[src/logic/src_pkg.sv]
// Constants, types and register layout for the system reset controller.
package src_pkg;
  // Register byte offsets.
  localparam logic [7:0] ADDR_CMD = 8'h00;
  localparam logic [7:0] ADDR_STATUS = 8'h04;
  localparam logic [7:0] ADDR_MODE = 8'h08;
  // Command register fields.
  localparam int CMD_CPU_BIT = 0;
  localparam int CMD_PERIPH_BIT = 2;
  localparam int CMD_PIN_BIT = 3;
  localparam int CMD_KEY_LSB = 24;
  localparam logic [7:0] CMD_KEY = 8'ha5;
  // Status register fields.
  localparam int STS_EDGE_BIT = 0;
  localparam int STS_CAUSE_LSB = 8;
  localparam int STS_LEVEL_BIT = 16;
  localparam int STS_BUSY_BIT = 17;
  // Mode register fields and reset value.
  localparam int MODE_UEN_BIT = 0;
  localparam int MODE_IRQ_BIT = 4;
  localparam int MODE_LEN_LSB = 8;
  localparam logic [31:0] MODE_RESET = 32'h0000_0000;
  localparam logic [31:0] MODE_MASK = 32'h0000_0f11;
  // Reset cause codes.
  localparam logic [2:0] CAUSE_GENERAL = 3'h0;
  localparam logic [2:0] CAUSE_WAKE = 3'h1;
  localparam logic [2:0] CAUSE_WDOG = 3'h2;
  localparam logic [2:0] CAUSE_SOFT = 3'h3;
  localparam logic [2:0] CAUSE_USER = 3'h4;
  // Sequence lengths in slow clock ticks, and the pulse counter width.
  localparam logic [15:0] CPU_START_TICKS = 16'h0003;
  localparam logic [15:0] RESYNC_TICKS = 16'h0002;
  localparam logic [15:0] SOFT_TICKS = 16'h0003;
  localparam logic [15:0] WDOG_TICKS = 16'h0003;
  localparam logic [1:0] BOOT_TICKS = 2'h3;
  localparam int STARTUP_TICKS_DEF = 64;
  localparam int PULSE_W = 17;

  // Sequencer states, one-hot.
  typedef enum logic [6:0] {
    ST_STARTUP = 7'h01,
    ST_WAKE = 7'h02,
    ST_CPUCLK = 7'h04,
    ST_IDLE = 7'h08,
    ST_SOFT = 7'h10,
    ST_WDOG = 7'h20,
    ST_USER = 7'h40
  } src_state_e;

  // Reset outputs, all active low.
  typedef struct packed {
    logic cpu_n;
    logic wdog_n;
    logic periph_n;
    logic backup_n;
  } src_rst_s;

  // Which resets a software or watchdog reset asserts.
  typedef struct packed {
    logic cpu;
    logic periph;
    logic pin;
  } src_mask_s;
endpackage

[src/logic/src_reset_sequencer.sv]
// Reset sequencer with APB register access, pin pulse shaping and boot pin capture.
//
// Chosen here: register access over APB and the address map.
`timescale 1ns/1ps
`default_nettype none

// Summary of operation
// RULE1: The watchdog reset output always follows the processor reset output.
// RULE2: Sequencing advances on slow clock ticks and drives all four resets.
// RULE3: The reset pin is sampled per slow tick; a low level requests user reset.
// RULE4: With user reset disabled, a low pin level starts no reset.
// RULE5: A falling pin edge sets the edge flag; only a status read clears it.
// RULE6: The pin level bit shows the pin sampled on every clock edge.
// RULE7: Edge flag raises the interrupt when user reset is off and interrupt enabled.
// RULE8: A pin reset drives the pin low for 2^(length+1) slow ticks.
// RULE9: The boot pin is captured three slow ticks after core power rises.
// RULE10: The reset cause changes only when the processor reset releases.
// RULE11: General reset: startup count, 3 ticks with cpu clock, release, cause 0.
// RULE12: Backup supply loss asserts every reset output at once.
// RULE13: Core supply loss asserts all but backup; wake path reports cause 1.
// RULE14: User reset holds cpu and peripherals, exits after resync plus 3, cause 4.
// RULE15: User reset stays while the pin is held low from outside.
// RULE16: Command bits reset cpu, peripherals or pin, in any combination.
// RULE17: Software reset asserts at the write and releases after 3 slow ticks.
// RULE18: Pulses the block drives itself are never taken as user reset.
// RULE19: Software reset is recorded as cause only with the cpu bit set.
// RULE20: Busy flag covers a software reset; commands written meanwhile are ignored.
// RULE21: Enabled watchdog fault gives a 3-tick reset, cpu only or full.
// RULE22: Priority backup, core, watchdog, software, user; pin ignored in software reset.
// RULE23: A command write without key 0xa5 is dropped entirely.
module src_reset_sequencer
  import src_pkg::*;
#(
  parameter int ADDR_W = 12,
  parameter int STARTUP_TICKS = STARTUP_TICKS_DEF
) (
  input wire logic pclk,
  input wire logic presetn,
  input wire logic clk_en,
  input wire logic slow_tick,
  input wire logic psel,
  input wire logic penable,
  input wire logic pwrite,
  input wire logic [ADDR_W-1:0] paddr,
  input wire logic [31:0] pwdata,
  output logic [31:0] prdata,
  output logic pready,
  output logic pslverr,
  input wire logic backup_good,
  input wire logic core_good,
  input wire logic pin_in,
  input wire logic boot_select_pin,
  input wire logic wdog_fault,
  input wire logic wdog_reset_enable,
  input wire logic wdog_cpu_only_select,
  output var src_rst_s rst_out,
  output logic pin_out,
  output logic pin_oe,
  output logic cpu_clk_en,
  output logic boot_select,
  output logic irq
);

  src_state_e state_q, state_d;
  src_mask_s mask_q, mask_d;
  src_rst_s rst_q, rst_d;
  logic [15:0] cnt_q, cnt_d;
  logic [2:0] cause_q, cause_d, pend_q, pend_d;
  logic [PULSE_W-1:0] pulse_q, pulse_d;
  logic [31:0] mode_q, prdata_q;
  logic [1:0] boot_cnt_q;
  logic pready_q, pslverr_q, self_q, pin_slow_q, level_q, flag_q, irq_q;
  logic drive_q, clk_q, boot_q, core_prev_q, load_pulse;

  // Bus decode; a transfer completes in the access cycle with pready high.
  wire setup = psel & ~penable;
  wire done = psel & penable & pready_q;
  wire sel_cmd = paddr == ADDR_W'(ADDR_CMD);
  wire sel_status = paddr == ADDR_W'(ADDR_STATUS);
  wire sel_mode = paddr == ADDR_W'(ADDR_MODE);
  wire mapped = sel_cmd | sel_status | sel_mode;
  wire wr_cmd = clk_en & done & pwrite & sel_cmd;
  wire wr_mode = clk_en & done & pwrite & sel_mode;
  wire rd_status = clk_en & done & ~pwrite & sel_status;
  wire key_ok = pwdata[CMD_KEY_LSB +: 8] == CMD_KEY; // RULE23
  wire [2:0] cmd_bits = {pwdata[CMD_CPU_BIT], pwdata[CMD_PERIPH_BIT], pwdata[CMD_PIN_BIT]};
  wire soft_go = wr_cmd & key_ok & (|cmd_bits) & (state_q == ST_IDLE); // RULE16 RULE20 RULE23

  // Mode fields and event conditions.
  wire user_en = mode_q[MODE_UEN_BIT];
  wire irq_en = mode_q[MODE_IRQ_BIT];
  wire [3:0] len = mode_q[MODE_LEN_LSB +: 4];
  wire tick = clk_en & slow_tick; // RULE2
  wire wdog_go = clk_en & wdog_fault & wdog_reset_enable; // RULE21
  wire user_go = tick & user_en & ~pin_slow_q & ~self_q; // RULE3 RULE4 RULE18
  wire pin_fall = level_q & ~pin_in;
  wire flag_d = (clk_en & pin_fall) | (flag_q & ~rd_status); // RULE5
  wire [PULSE_W-1:0] pulse_len = PULSE_W'(1) << ({1'b0, len} + 5'h01); // RULE8

  // Status word seen by software.
  wire [31:0] status_w = {14'h0000, state_q == ST_SOFT, level_q, 5'h00, cause_q, 7'h00, flag_q};

  // Sequencer next state, ordered by source priority.
  always_comb begin
    state_d = state_q;
    cnt_d = cnt_q;
    cause_d = cause_q;
    pend_d = pend_q;
    mask_d = mask_q;
    load_pulse = 1'b0;
    if (!backup_good) begin // RULE12 RULE22
      state_d = ST_STARTUP;
      cnt_d = 16'h0000;
      pend_d = CAUSE_GENERAL;
    end else if (!core_good && state_q != ST_STARTUP) begin // RULE13 RULE22
      state_d = ST_WAKE;
      cnt_d = 16'h0000;
    end else begin
      case (state_q)
        ST_STARTUP: begin
          if (tick) begin // RULE11
            if (cnt_q == 16'(STARTUP_TICKS - 1)) begin
              state_d = ST_CPUCLK;
              cnt_d = 16'h0000;
              pend_d = CAUSE_GENERAL;
            end else begin
              cnt_d = cnt_q + 16'h0001;
            end
          end
        end
        ST_WAKE: begin
          if (tick) begin // RULE13
            if (cnt_q == RESYNC_TICKS - 16'h0001) begin
              state_d = ST_CPUCLK;
              cnt_d = 16'h0000;
              pend_d = CAUSE_WAKE;
            end else begin
              cnt_d = cnt_q + 16'h0001;
            end
          end
        end
        ST_CPUCLK: begin
          if (tick) begin // RULE11 RULE13
            if (cnt_q == CPU_START_TICKS - 16'h0001) begin
              state_d = ST_IDLE;
              cause_d = pend_q; // RULE10
              load_pulse = 1'b1;
            end else begin
              cnt_d = cnt_q + 16'h0001;
            end
          end
        end
        ST_IDLE: begin
          cnt_d = 16'h0000;
          if (wdog_go) begin // RULE21 RULE22
            state_d = ST_WDOG;
            mask_d = '{cpu: 1'b1, periph: ~wdog_cpu_only_select, pin: ~wdog_cpu_only_select};
            load_pulse = ~wdog_cpu_only_select;
          end else if (soft_go) begin // RULE16 RULE17
            state_d = ST_SOFT;
            mask_d = '{cpu: cmd_bits[2], periph: cmd_bits[1], pin: cmd_bits[0]};
            load_pulse = cmd_bits[0];
          end else if (user_go) begin // RULE3 RULE14
            state_d = ST_USER;
            mask_d = '{cpu: 1'b1, periph: 1'b1, pin: 1'b0};
            load_pulse = 1'b1;
          end
        end
        ST_SOFT: begin
          if (wdog_go) begin // RULE22
            state_d = ST_WDOG;
            cnt_d = 16'h0000;
            mask_d = '{cpu: 1'b1, periph: ~wdog_cpu_only_select, pin: ~wdog_cpu_only_select};
            load_pulse = ~wdog_cpu_only_select;
          end else if (tick) begin // RULE17
            if (cnt_q == SOFT_TICKS - 16'h0001) begin
              state_d = ST_IDLE;
              if (mask_q.cpu) begin // RULE19
                cause_d = CAUSE_SOFT;
              end
            end else begin
              cnt_d = cnt_q + 16'h0001;
            end
          end
        end
        ST_WDOG: begin
          if (tick) begin // RULE21
            if (cnt_q == WDOG_TICKS - 16'h0001) begin
              state_d = ST_IDLE;
              cause_d = CAUSE_WDOG;
            end else begin
              cnt_d = cnt_q + 16'h0001;
            end
          end
        end
        ST_USER: begin
          if (tick) begin // RULE14 RULE15
            if (!pin_slow_q) begin
              cnt_d = 16'h0000;
            end else if (cnt_q == RESYNC_TICKS + CPU_START_TICKS - 16'h0001) begin
              state_d = ST_IDLE;
              cause_d = CAUSE_USER;
            end else begin
              cnt_d = cnt_q + 16'h0001;
            end
          end
        end
        default: begin
          state_d = ST_STARTUP;
          cnt_d = 16'h0000;
        end
      endcase
    end
  end

  // Reset outputs follow the next state, so a command asserts them at once.
  wire in_pwr = state_d == ST_STARTUP || state_d == ST_WAKE || state_d == ST_CPUCLK;
  wire in_mask = state_d == ST_SOFT || state_d == ST_WDOG || state_d == ST_USER;
  wire cpu_on = in_pwr | (in_mask & mask_d.cpu);
  always_comb begin
    rst_d.cpu_n = ~cpu_on;
    rst_d.wdog_n = ~cpu_on; // RULE1
    rst_d.periph_n = ~(in_pwr | (in_mask & mask_d.periph));
    rst_d.backup_n = ~(state_d == ST_STARTUP ||
                       (state_d == ST_CPUCLK && pend_d == CAUSE_GENERAL)); // RULE11 RULE12
  end

  // Pin pulse length counter, counted in slow ticks.
  always_comb begin
    pulse_d = pulse_q;
    if (load_pulse) begin
      pulse_d = pulse_len; // RULE8
    end else if (tick && pulse_q != '0) begin
      pulse_d = pulse_q - PULSE_W'(1);
    end
  end

  wire drive_d = in_pwr | (pulse_d != '0); // RULE8 RULE11
  wire clk_d = ~(state_d == ST_STARTUP || state_d == ST_WAKE ||
                 (state_d == ST_USER && cnt_d < RESYNC_TICKS));

  // Sequencer registers.
  always_ff @(posedge pclk or negedge presetn) begin
    if (!presetn) begin
      state_q <= ST_STARTUP;
      cnt_q <= 16'h0000;
      cause_q <= CAUSE_GENERAL;
      pend_q <= CAUSE_GENERAL;
      mask_q <= '0;
      pulse_q <= '0;
      rst_q <= '0;
      drive_q <= 1'b1;
      clk_q <= 1'b0;
    end else if (clk_en) begin
      state_q <= state_d;
      cnt_q <= cnt_d;
      cause_q <= cause_d;
      pend_q <= pend_d;
      mask_q <= mask_d;
      pulse_q <= pulse_d;
      rst_q <= rst_d;
      drive_q <= drive_d;
      clk_q <= clk_d;
    end
  end

  // Pin sampling, own-pulse marker and status flags.
  always_ff @(posedge pclk or negedge presetn) begin
    if (!presetn) begin
      pin_slow_q <= 1'b1;
      self_q <= 1'b0;
      level_q <= 1'b0; // The block pulls the pin low in reset, so no false edge follows.
      flag_q <= 1'b0;
      irq_q <= 1'b0;
    end else if (clk_en) begin
      if (slow_tick) begin
        pin_slow_q <= pin_in; // RULE3
      end
      if (load_pulse && state_d != ST_USER) begin
        self_q <= 1'b1; // RULE18
      end else if (tick && pulse_q == '0 && pin_slow_q) begin
        self_q <= 1'b0;
      end
      level_q <= pin_in; // RULE6
      flag_q <= flag_d; // RULE5
      irq_q <= flag_d & ~user_en & irq_en; // RULE7
    end
  end

  // Boot select capture three slow ticks after core power returns.
  always_ff @(posedge pclk or negedge presetn) begin
    if (!presetn) begin
      core_prev_q <= 1'b0;
      boot_cnt_q <= 2'h0;
      boot_q <= 1'b0;
    end else if (clk_en) begin
      core_prev_q <= core_good;
      if (core_good && !core_prev_q) begin
        boot_cnt_q <= BOOT_TICKS; // RULE9
      end else if (slow_tick && boot_cnt_q != 2'h0) begin
        boot_cnt_q <= boot_cnt_q - 2'h1;
        if (boot_cnt_q == 2'h1) begin
          boot_q <= boot_select_pin; // RULE9
        end
      end
    end
  end

  // APB slave: ready one cycle after setup, mode register kept while backup holds.
  always_ff @(posedge pclk or negedge presetn) begin
    if (!presetn) begin
      pready_q <= 1'b0;
      pslverr_q <= 1'b0;
      prdata_q <= 32'h0000_0000;
      mode_q <= MODE_RESET;
    end else if (clk_en) begin
      pready_q <= setup;
      pslverr_q <= setup & ~mapped;
      if (setup && !pwrite) begin
        prdata_q <= sel_status ? status_w : (sel_mode ? mode_q : 32'h0000_0000);
      end
      if (!backup_good) begin
        mode_q <= MODE_RESET;
      end else if (wr_mode) begin
        mode_q <= pwdata & MODE_MASK;
      end
    end
  end

  // Outputs straight from flip-flops; the pin is open drain, driven low only.
  assign prdata = prdata_q;
  assign pready = pready_q;
  assign pslverr = pslverr_q;
  assign rst_out = rst_q;
  assign pin_out = 1'b0;
  assign pin_oe = drive_q;
  assign cpu_clk_en = clk_q;
  assign boot_select = boot_q;
  assign irq = irq_q;
endmodule

`default_nettype wire
[config.mk]
export PLATFORM = sky130hd
export DESIGN_NAME = src_reset_sequencer
export DESIGN_NICKNAME = d
export VERILOG_FILES = /design/src/logic/src_pkg.sv /design/src/logic/src_reset_sequencer.sv
export SDC_FILE = /design/constraint.sdc
export NUM_CORES = 1
export LEC_CHECK = 0
export BUFFER_PORTS_ARGS = -buffer_cell sky130_fd_sc_hd__buf_2
export CAP_MARGIN = 5
export CORE_ASPECT_RATIO = 0.6
export CORE_MARGIN = 5
export CORE_UTILIZATION = 53
export CTS_BUF_LIST = sky130_fd_sc_hd__clkbuf_8
export DETAILED_ROUTE_END_ITERATION = 12
export PLACE_DENSITY = 0.79
export SYNTH_ARGS = -nofsm -noshare
export SYNTH_HDL_FRONTEND = slang
export SYNTH_SLANG_ARGS = --single-unit
[constraint.sdc]
create_clock -name pclk -period 2.86 [get_ports pclk]
set_clock_uncertainty 0.1 [all_clocks]
set_input_delay 0.858 -clock pclk [delete_from_list [all_inputs] [get_ports pclk]]
set_output_delay 0.858 -clock pclk [all_outputs]
set_load 0.01 [all_outputs]
==> Word level (Yosys, flattened, before mapping) <==
Cells that the tools add are included.
{ "totals": {"ff_bits": 129, "elab_cells": 228, "inputBits": 58} }
{ "op_classes": {"n_reduce_logical": 39, "magnitude_cmp": 1, "mux": 74, "eq_ne": 37, "n_shift": 1, "bitwise_logic": 47, "n_addsub": 4} }
{ "ops": {"columns": ["cell", "count"], "rows": [
  ["$mux 16", 12],
  ["$mux 32", 4],
  ["$mux 7", 15],
  ["$pmux 16 s5", 1],
  ["$mux 3", 23],
  ["$pmux 7 s6", 1],
  ["$mux 17", 2],
  ["$reduce_bool 17->1", 2],
  ["$and 1x1->1", 26],
  ["$ne 2x2->1 const B", 11],
  ["$logic_not 17->1", 1],
  ["$shl 1x5->17 const A", 1],
  ["$sub 17x1->17 const B", 1],
  ["$add 16x1->16 const B", 1],
  ["$eq 16x1->1 const B", 1],
  ["$eq 16x2->1 const B", 1],
  ["$eq 16x3->1 const B", 1],
  ["$eq 16x6->1 const B", 1],
  ["$lt 16x2->1 const B", 1],
  ["$not 1->1", 15],
  ["$reduce_and 15->1", 1],
  ["$eq 7x1->1 const B", 2],
  ["$eq 7x2->1 const B", 2],
  ["$eq 7x3->1 const B", 2],
  ["32 further kinds", 75]
]} }

==> Logic depth before layout (Yosys ltp) <==
{ "logic_depth": {"depth_word": 19, "depth_mapped": 11, "depth_no_buf": 10} }

==> Least setup slack after synthesis <==
OpenSTA, ideal clock, no wires.
{ "synth_timing": {"path_type": "input -> register", "from": "in paddr[9]", "to": "reg pulse_q[1]", "stages": 8, "path_slack_ns": -0.517, "n_path_buf": 1, "setup_ns": 0.125, "arrival_ns": 3.152, "path_cell_list": "or4_4 -> nor4_4 -> nand4_4 -> mux2_4 -> a211oi_4 -> nand2b_4 -> buf_4 -> mux2_2"} }
{ "synth_via": {"elab_chain_cells": 11} }
{ "synth_lines": {"columns": ["element", "line", "rtl"], "rows": [
  ["start: declaration", "src_reset_sequencer.sv:44", "input wire logic [ADDR_W-1:0] paddr,"],
  ["$logic_not 12->1", "src_reset_sequencer.sv:78", "wire sel_cmd = paddr == ADDR_W'(ADDR_CMD);"],
  ["$and 1x1->1", "src_reset_sequencer.sv:82", "wire wr_cmd = clk_en & done & pwrite & sel_cmd;"],
  ["$and 1x1->1 (3 in series)", "src_reset_sequencer.sv:87", "wire soft_go = wr_cmd & key_ok & (|cmd_bits) & (state_q == ST_IDLE);"],
  ["$mux 1", "src_reset_sequencer.sv:159", "end else if (soft_go) begin"],
  ["$mux 1", "src_reset_sequencer.sv:155", "if (wdog_go) begin"],
  ["$pmux 1 s3", "src_reset_sequencer.sv:119", "case (state_q)"],
  ["$mux 1", "src_reset_sequencer.sv:115", "end else if (!core_good && state_q != ST_STARTUP) begin"],
  ["$mux 1", "src_reset_sequencer.sv:111", "if (!backup_good) begin"],
  ["$mux 17", "src_reset_sequencer.sv:231", "if (load_pulse) begin"],
  ["end signal: assignment", "src_reset_sequencer.sv:260", "pulse_q <= pulse_d;"],
  ["end: declaration", "src_reset_sequencer.sv:69", "logic [PULSE_W-1:0] pulse_q, pulse_d;"]
]} }
No other way between the ends.
A chain may end at the register's enable or synchronous reset.

==> Worst setup path after layout <==
{ "layout_timing": {"from": "reg pulse_q[7]", "to": "reg drive_q (netlist: pin_oe)"} }
{ "layout_via": {"elab_chain_cells": 6, "word_cells_on_any_way": 7, "cone_classes": "1 x add/sub; 2 x mux; 1 x bitwise; 3 x reduce/logical"} }
{ "layout_lines": {"columns": ["element", "line", "rtl"], "rows": [
  ["branches (longest 2 deep; another with $sub 17x1->17)", null, null],
  ["$mux 17 *", "src_reset_sequencer.sv:233", "end else if (tick && pulse_q != '0) begin"],
  ["$mux 17 *", "src_reset_sequencer.sv:231", null],
  ["$reduce_bool 17->1 *", "src_reset_sequencer.sv:238", "wire drive_d = in_pwr | (pulse_d != '0);"],
  ["$or 1x1->1 *", "src_reset_sequencer.sv:238", null],
  ["end signal: assignment", "src_reset_sequencer.sv:262", "drive_q <= drive_d;"],
  ["end: declaration", "src_reset_sequencer.sv:73", "logic drive_q, clk_q, boot_q, core_prev_q, load_pulse;"]
]} }
Every way passes the cells marked *.

==> key figures <==
Run status
  • Status: finished, violations left
  • Failing checks: setup timing

Setup path
  • Crit path DAT: 3.27 ns
  • Most frequent CP cell: nor4_1
  • CP Launch Type: flop
  • Crit end category: flop
  • CP Cell Sequence: nor4_1 > nand2_1 > o21ai_1 > xnor2_1 > nor4_1 > and3_1 > a31oi_4 > o41a_1
  • Buf/Inv on CP: 0
  • WP data required: 3.07 ns
  • Slowest CP cell: nor4_1
  • WS Path Type: reg2reg
  • CP startpoint: pulse_q[7]
  • Crit Path Max Fanout: 5
  • Slowest stage delay, CP: 0.50 ns
  • Critical R2R Launch: pulse_q[7]
  • Worst path top cell family by delay: simple AND/OR/NAND/NOR gates

STA
  • Setup_tns: -2.20 ns
  • Slew headroom: 51.6%
  • Final WS setup: -0.204 ns
  • Final setup fails: 21
  • Fin. Hold Viols: 0
  • Fin. max-slew vios: 0
  • Fmax: 326 MHz
  • Worst Tran Pin Value: 0.719 ns
  • Unrepaired setup endpoints after global routing: true
  • Fin crit share: 107%
  • Post-layout minimum cycle time: about 3.1 ns

Floorplanning
  • Full die area: 13,100 µm²
  • Initial core utilization: a little over half
  • IO Count: between 100 and 150
  • # rows: 29
  • Core footprint: 10,600 µm²
  • Die Y: slightly above 90 µm
  • Die Wd: 144 µm

Placed design
  • PortBufs: 59
  • DP Area: 7340 µm²
  • Routability cong.: 1.03
  • Post-Place Cells: 1,051
  • Final HPWL DP: 17,800 µm

Drt
  • Vias per cell: just over 6
  • Antenna viol nets, final: 0
  • Routed Wire Length: 23,000 µm
  • DR WL/cell: between 20 and 25 µm
  • DRC: 0
  • DR iter-0 viols: 912
  • DR vias: 6,674
  • TritonRoute pass-1 iters: 5

Power
  • Leakage: 3.73 nW
  • Total power: 4.08 mW
  • Sequential power share: a little over a third
  • Clock share of power: ~22%
  • Max rail drop VDD: 0.655 mV
  • Logic pwr share: between 40% and 50%
  • P_sw: 1.64 mW
  • Switching share of total power: 40.3%
  • Cell Int Power: between 2 and 2.5 mW
  • PwrDens: between 500 and 600 nW/µm²

Clock tree
  • Clk sink count: 78
  • H-tree depth: 3
  • Worst skew pair latency: 0.39 ns
  • CTS tree: done
  • Clock slew at reported path FFs: ~0.1 ns
  • CTS Buf Count: 9
  • Hold_buf cts: 0
  • Clock tree buffer depth: 2
  • Root Buffer: clkbuf_8

Synthesis
  • Mapped cell area: about 5700 µm²
  • Synthesis-stage register bit count: 78
  • Top cells by area, synth: dfrtp_1, nand2_1, o21ai_0
  • Syn Area/Cell: about 8 µm²
  • Ys async rst share: 100%
  • Syn. warnings: 0
  • Post-Synthesis Cells: 715
  • Seq/Total Area, Yosys: approximately a third
  • Post-synth top area share: between 30% and 40%
  • EDFF count, synth: 0
  • Cell accounting for the most synthesized area: dfrtp_1
  • Synth Flop Type: dfrtp_1
  • Synth cell types: 75

Finish
  • Fin area: 8060 µm²
  • Layout area overhead: 40.6%
  • Fin cells: 1,078
  • Fin nets: roughly 1,000
  • Diodes inserted: 0
  • Most frequent cells in the layout: buf_4, nand2_1, dfrtp_1
  • Share of cells above drive strength 1: 38.8%
  • Commonest non-fill, non-tap cell in the layout: buf_4

GRT
  • First-pass GRT wire length: 33,700 µm
  • Initial antenna violation count: 0
  • Tot GR Track Use: roughly a third
  • Vias in the first global route: between 5k and 6k
  • Largest net degree at the start of global routing: 40
  • Grt ovf: 0

Job
  • Max-Cap Viols: 0

Min path
  • Worst Hold Class: in2async
-- power groups by stage --
stage | combinational (mW) | sequential (mW) | clock, mW
global placement | 1.43 | 1.46 | 0
global route | 1.78 | 1.50 | 0.961
finish | 1.69 | 1.48 | 0.911
CTS | 1.50 | 1.45 | 0.911
floorplan | 0.780 | 1.45 | 0
detailed placement | 1.47 | 1.47 | 0
-- synth_stat cells (4+ instances only) --
cell type / count
a21oi_1: 29
o31ai_1: 5
ha_1: 7
nand2b_1: 7
clkbuf_1: 32
o211ai_1: 10
inv_1: 16
dfrtp_1: 75
nor4b_1: 6
mux2_2: 14
nor3_1: 29
nand3_1: 35
and2_1: 11
xnor2_1: 9
nor4_1: 12
xor2_1: 13
buf_4: 28
mux2i_1: 4
nand4_1: 13
buf_2: 5
a21o_1: 5
nor2_1: 58
a221oi_1: 4
o21ai_0: 60
nor2b_1: 14
and3_1: 11
nand2_1: 101
a31oi_1: 9
or2_2: 7
or4_1: 5
-- layout make-up --
cell class | instances | area, µm²
clock inverters | 7 | 80.1
repair buffers | 250 | 1810
well taps | 139 | 174
flip-flops and latches | 78 | 1960
clock buffers | 9 | 124
fillers | 782 | 2500
multi-input cells | 578 | 3850
inverters | 17 | 63.8
-- layer usage --
| metal | GRT usage, % | part of all wire (%) | up-vias |
|---|---|---|---|
| met5 | 0 | 0 | - |
| met4 | 6.99 | 1.1 | 0 |
| met3 | 15.3 | 17 | 37 |
| met2 | 38.8 | 36 | 477 |
| met1 | 55.5 | 45 | 3181 |
| li1 | - | - | 2979 |
-- through the flow --
stage	hold WS (ns)	setup slack, ns	utilization, %
4_1_cts	0.242	-0.141	72.5
5_1_grt	0.249	-0.288	76.3
3_3_place_gp	0.346	-0.582	69.5
6_report	0.235	-0.204	76.3
3_5_place_dp	0.358	-0.604	69.5
2_1_floorplan	0.350	-0.508	-
-- repair_timing --
item                                    4_1_cts  5_1_grt
resized for setup                            19       76
buffers inserted                              2       12
pin swaps                                     7       32
gates cloned                                  0        0
endpoints found under the setup margin       26       32
-- sequential cells by signal, summed over array words and instances (netlist names), 2 cells and up --
signal      flops
mask_q          2
mode_q          6
state_q         7
cnt_q          16
pend_q          3
rst_out         3
prdata          8
pulse_q        17
cause_q         3
boot_cnt_q      2
-- cell families after synthesis --
| kind of cell | count (synthesis) | synth area share (%) |
|---|---|---|
| AOI/OAI and AO/OA | 173 | 19.6 |
| xor gates and xnor gates | 22 | 3.36 |
| adders and majority gates | 7 | 1.53 |
| buffers and inverters | 83 | 7.38 |
| DFF | 78 | 34.1 |
| muxes | 19 | 3.71 |
| other | 1 | 0.0655 |
| and+or+nand+nor | 332 | 30.2 |
-- final timing paths --
path	to	slack, ns	cells past startpoint
max	pin_oe	-0.20	8
min	cnt_q[5]	0.23	1
max reg2reg	pin_oe	-0.20	8
min reg2reg	prdata[16]	0.38	2
max in group asynchronous	pin_slow_q	1.75	2
min in group pclk	prdata[16]	0.38	2
Power figures use the tool's default switching activity.
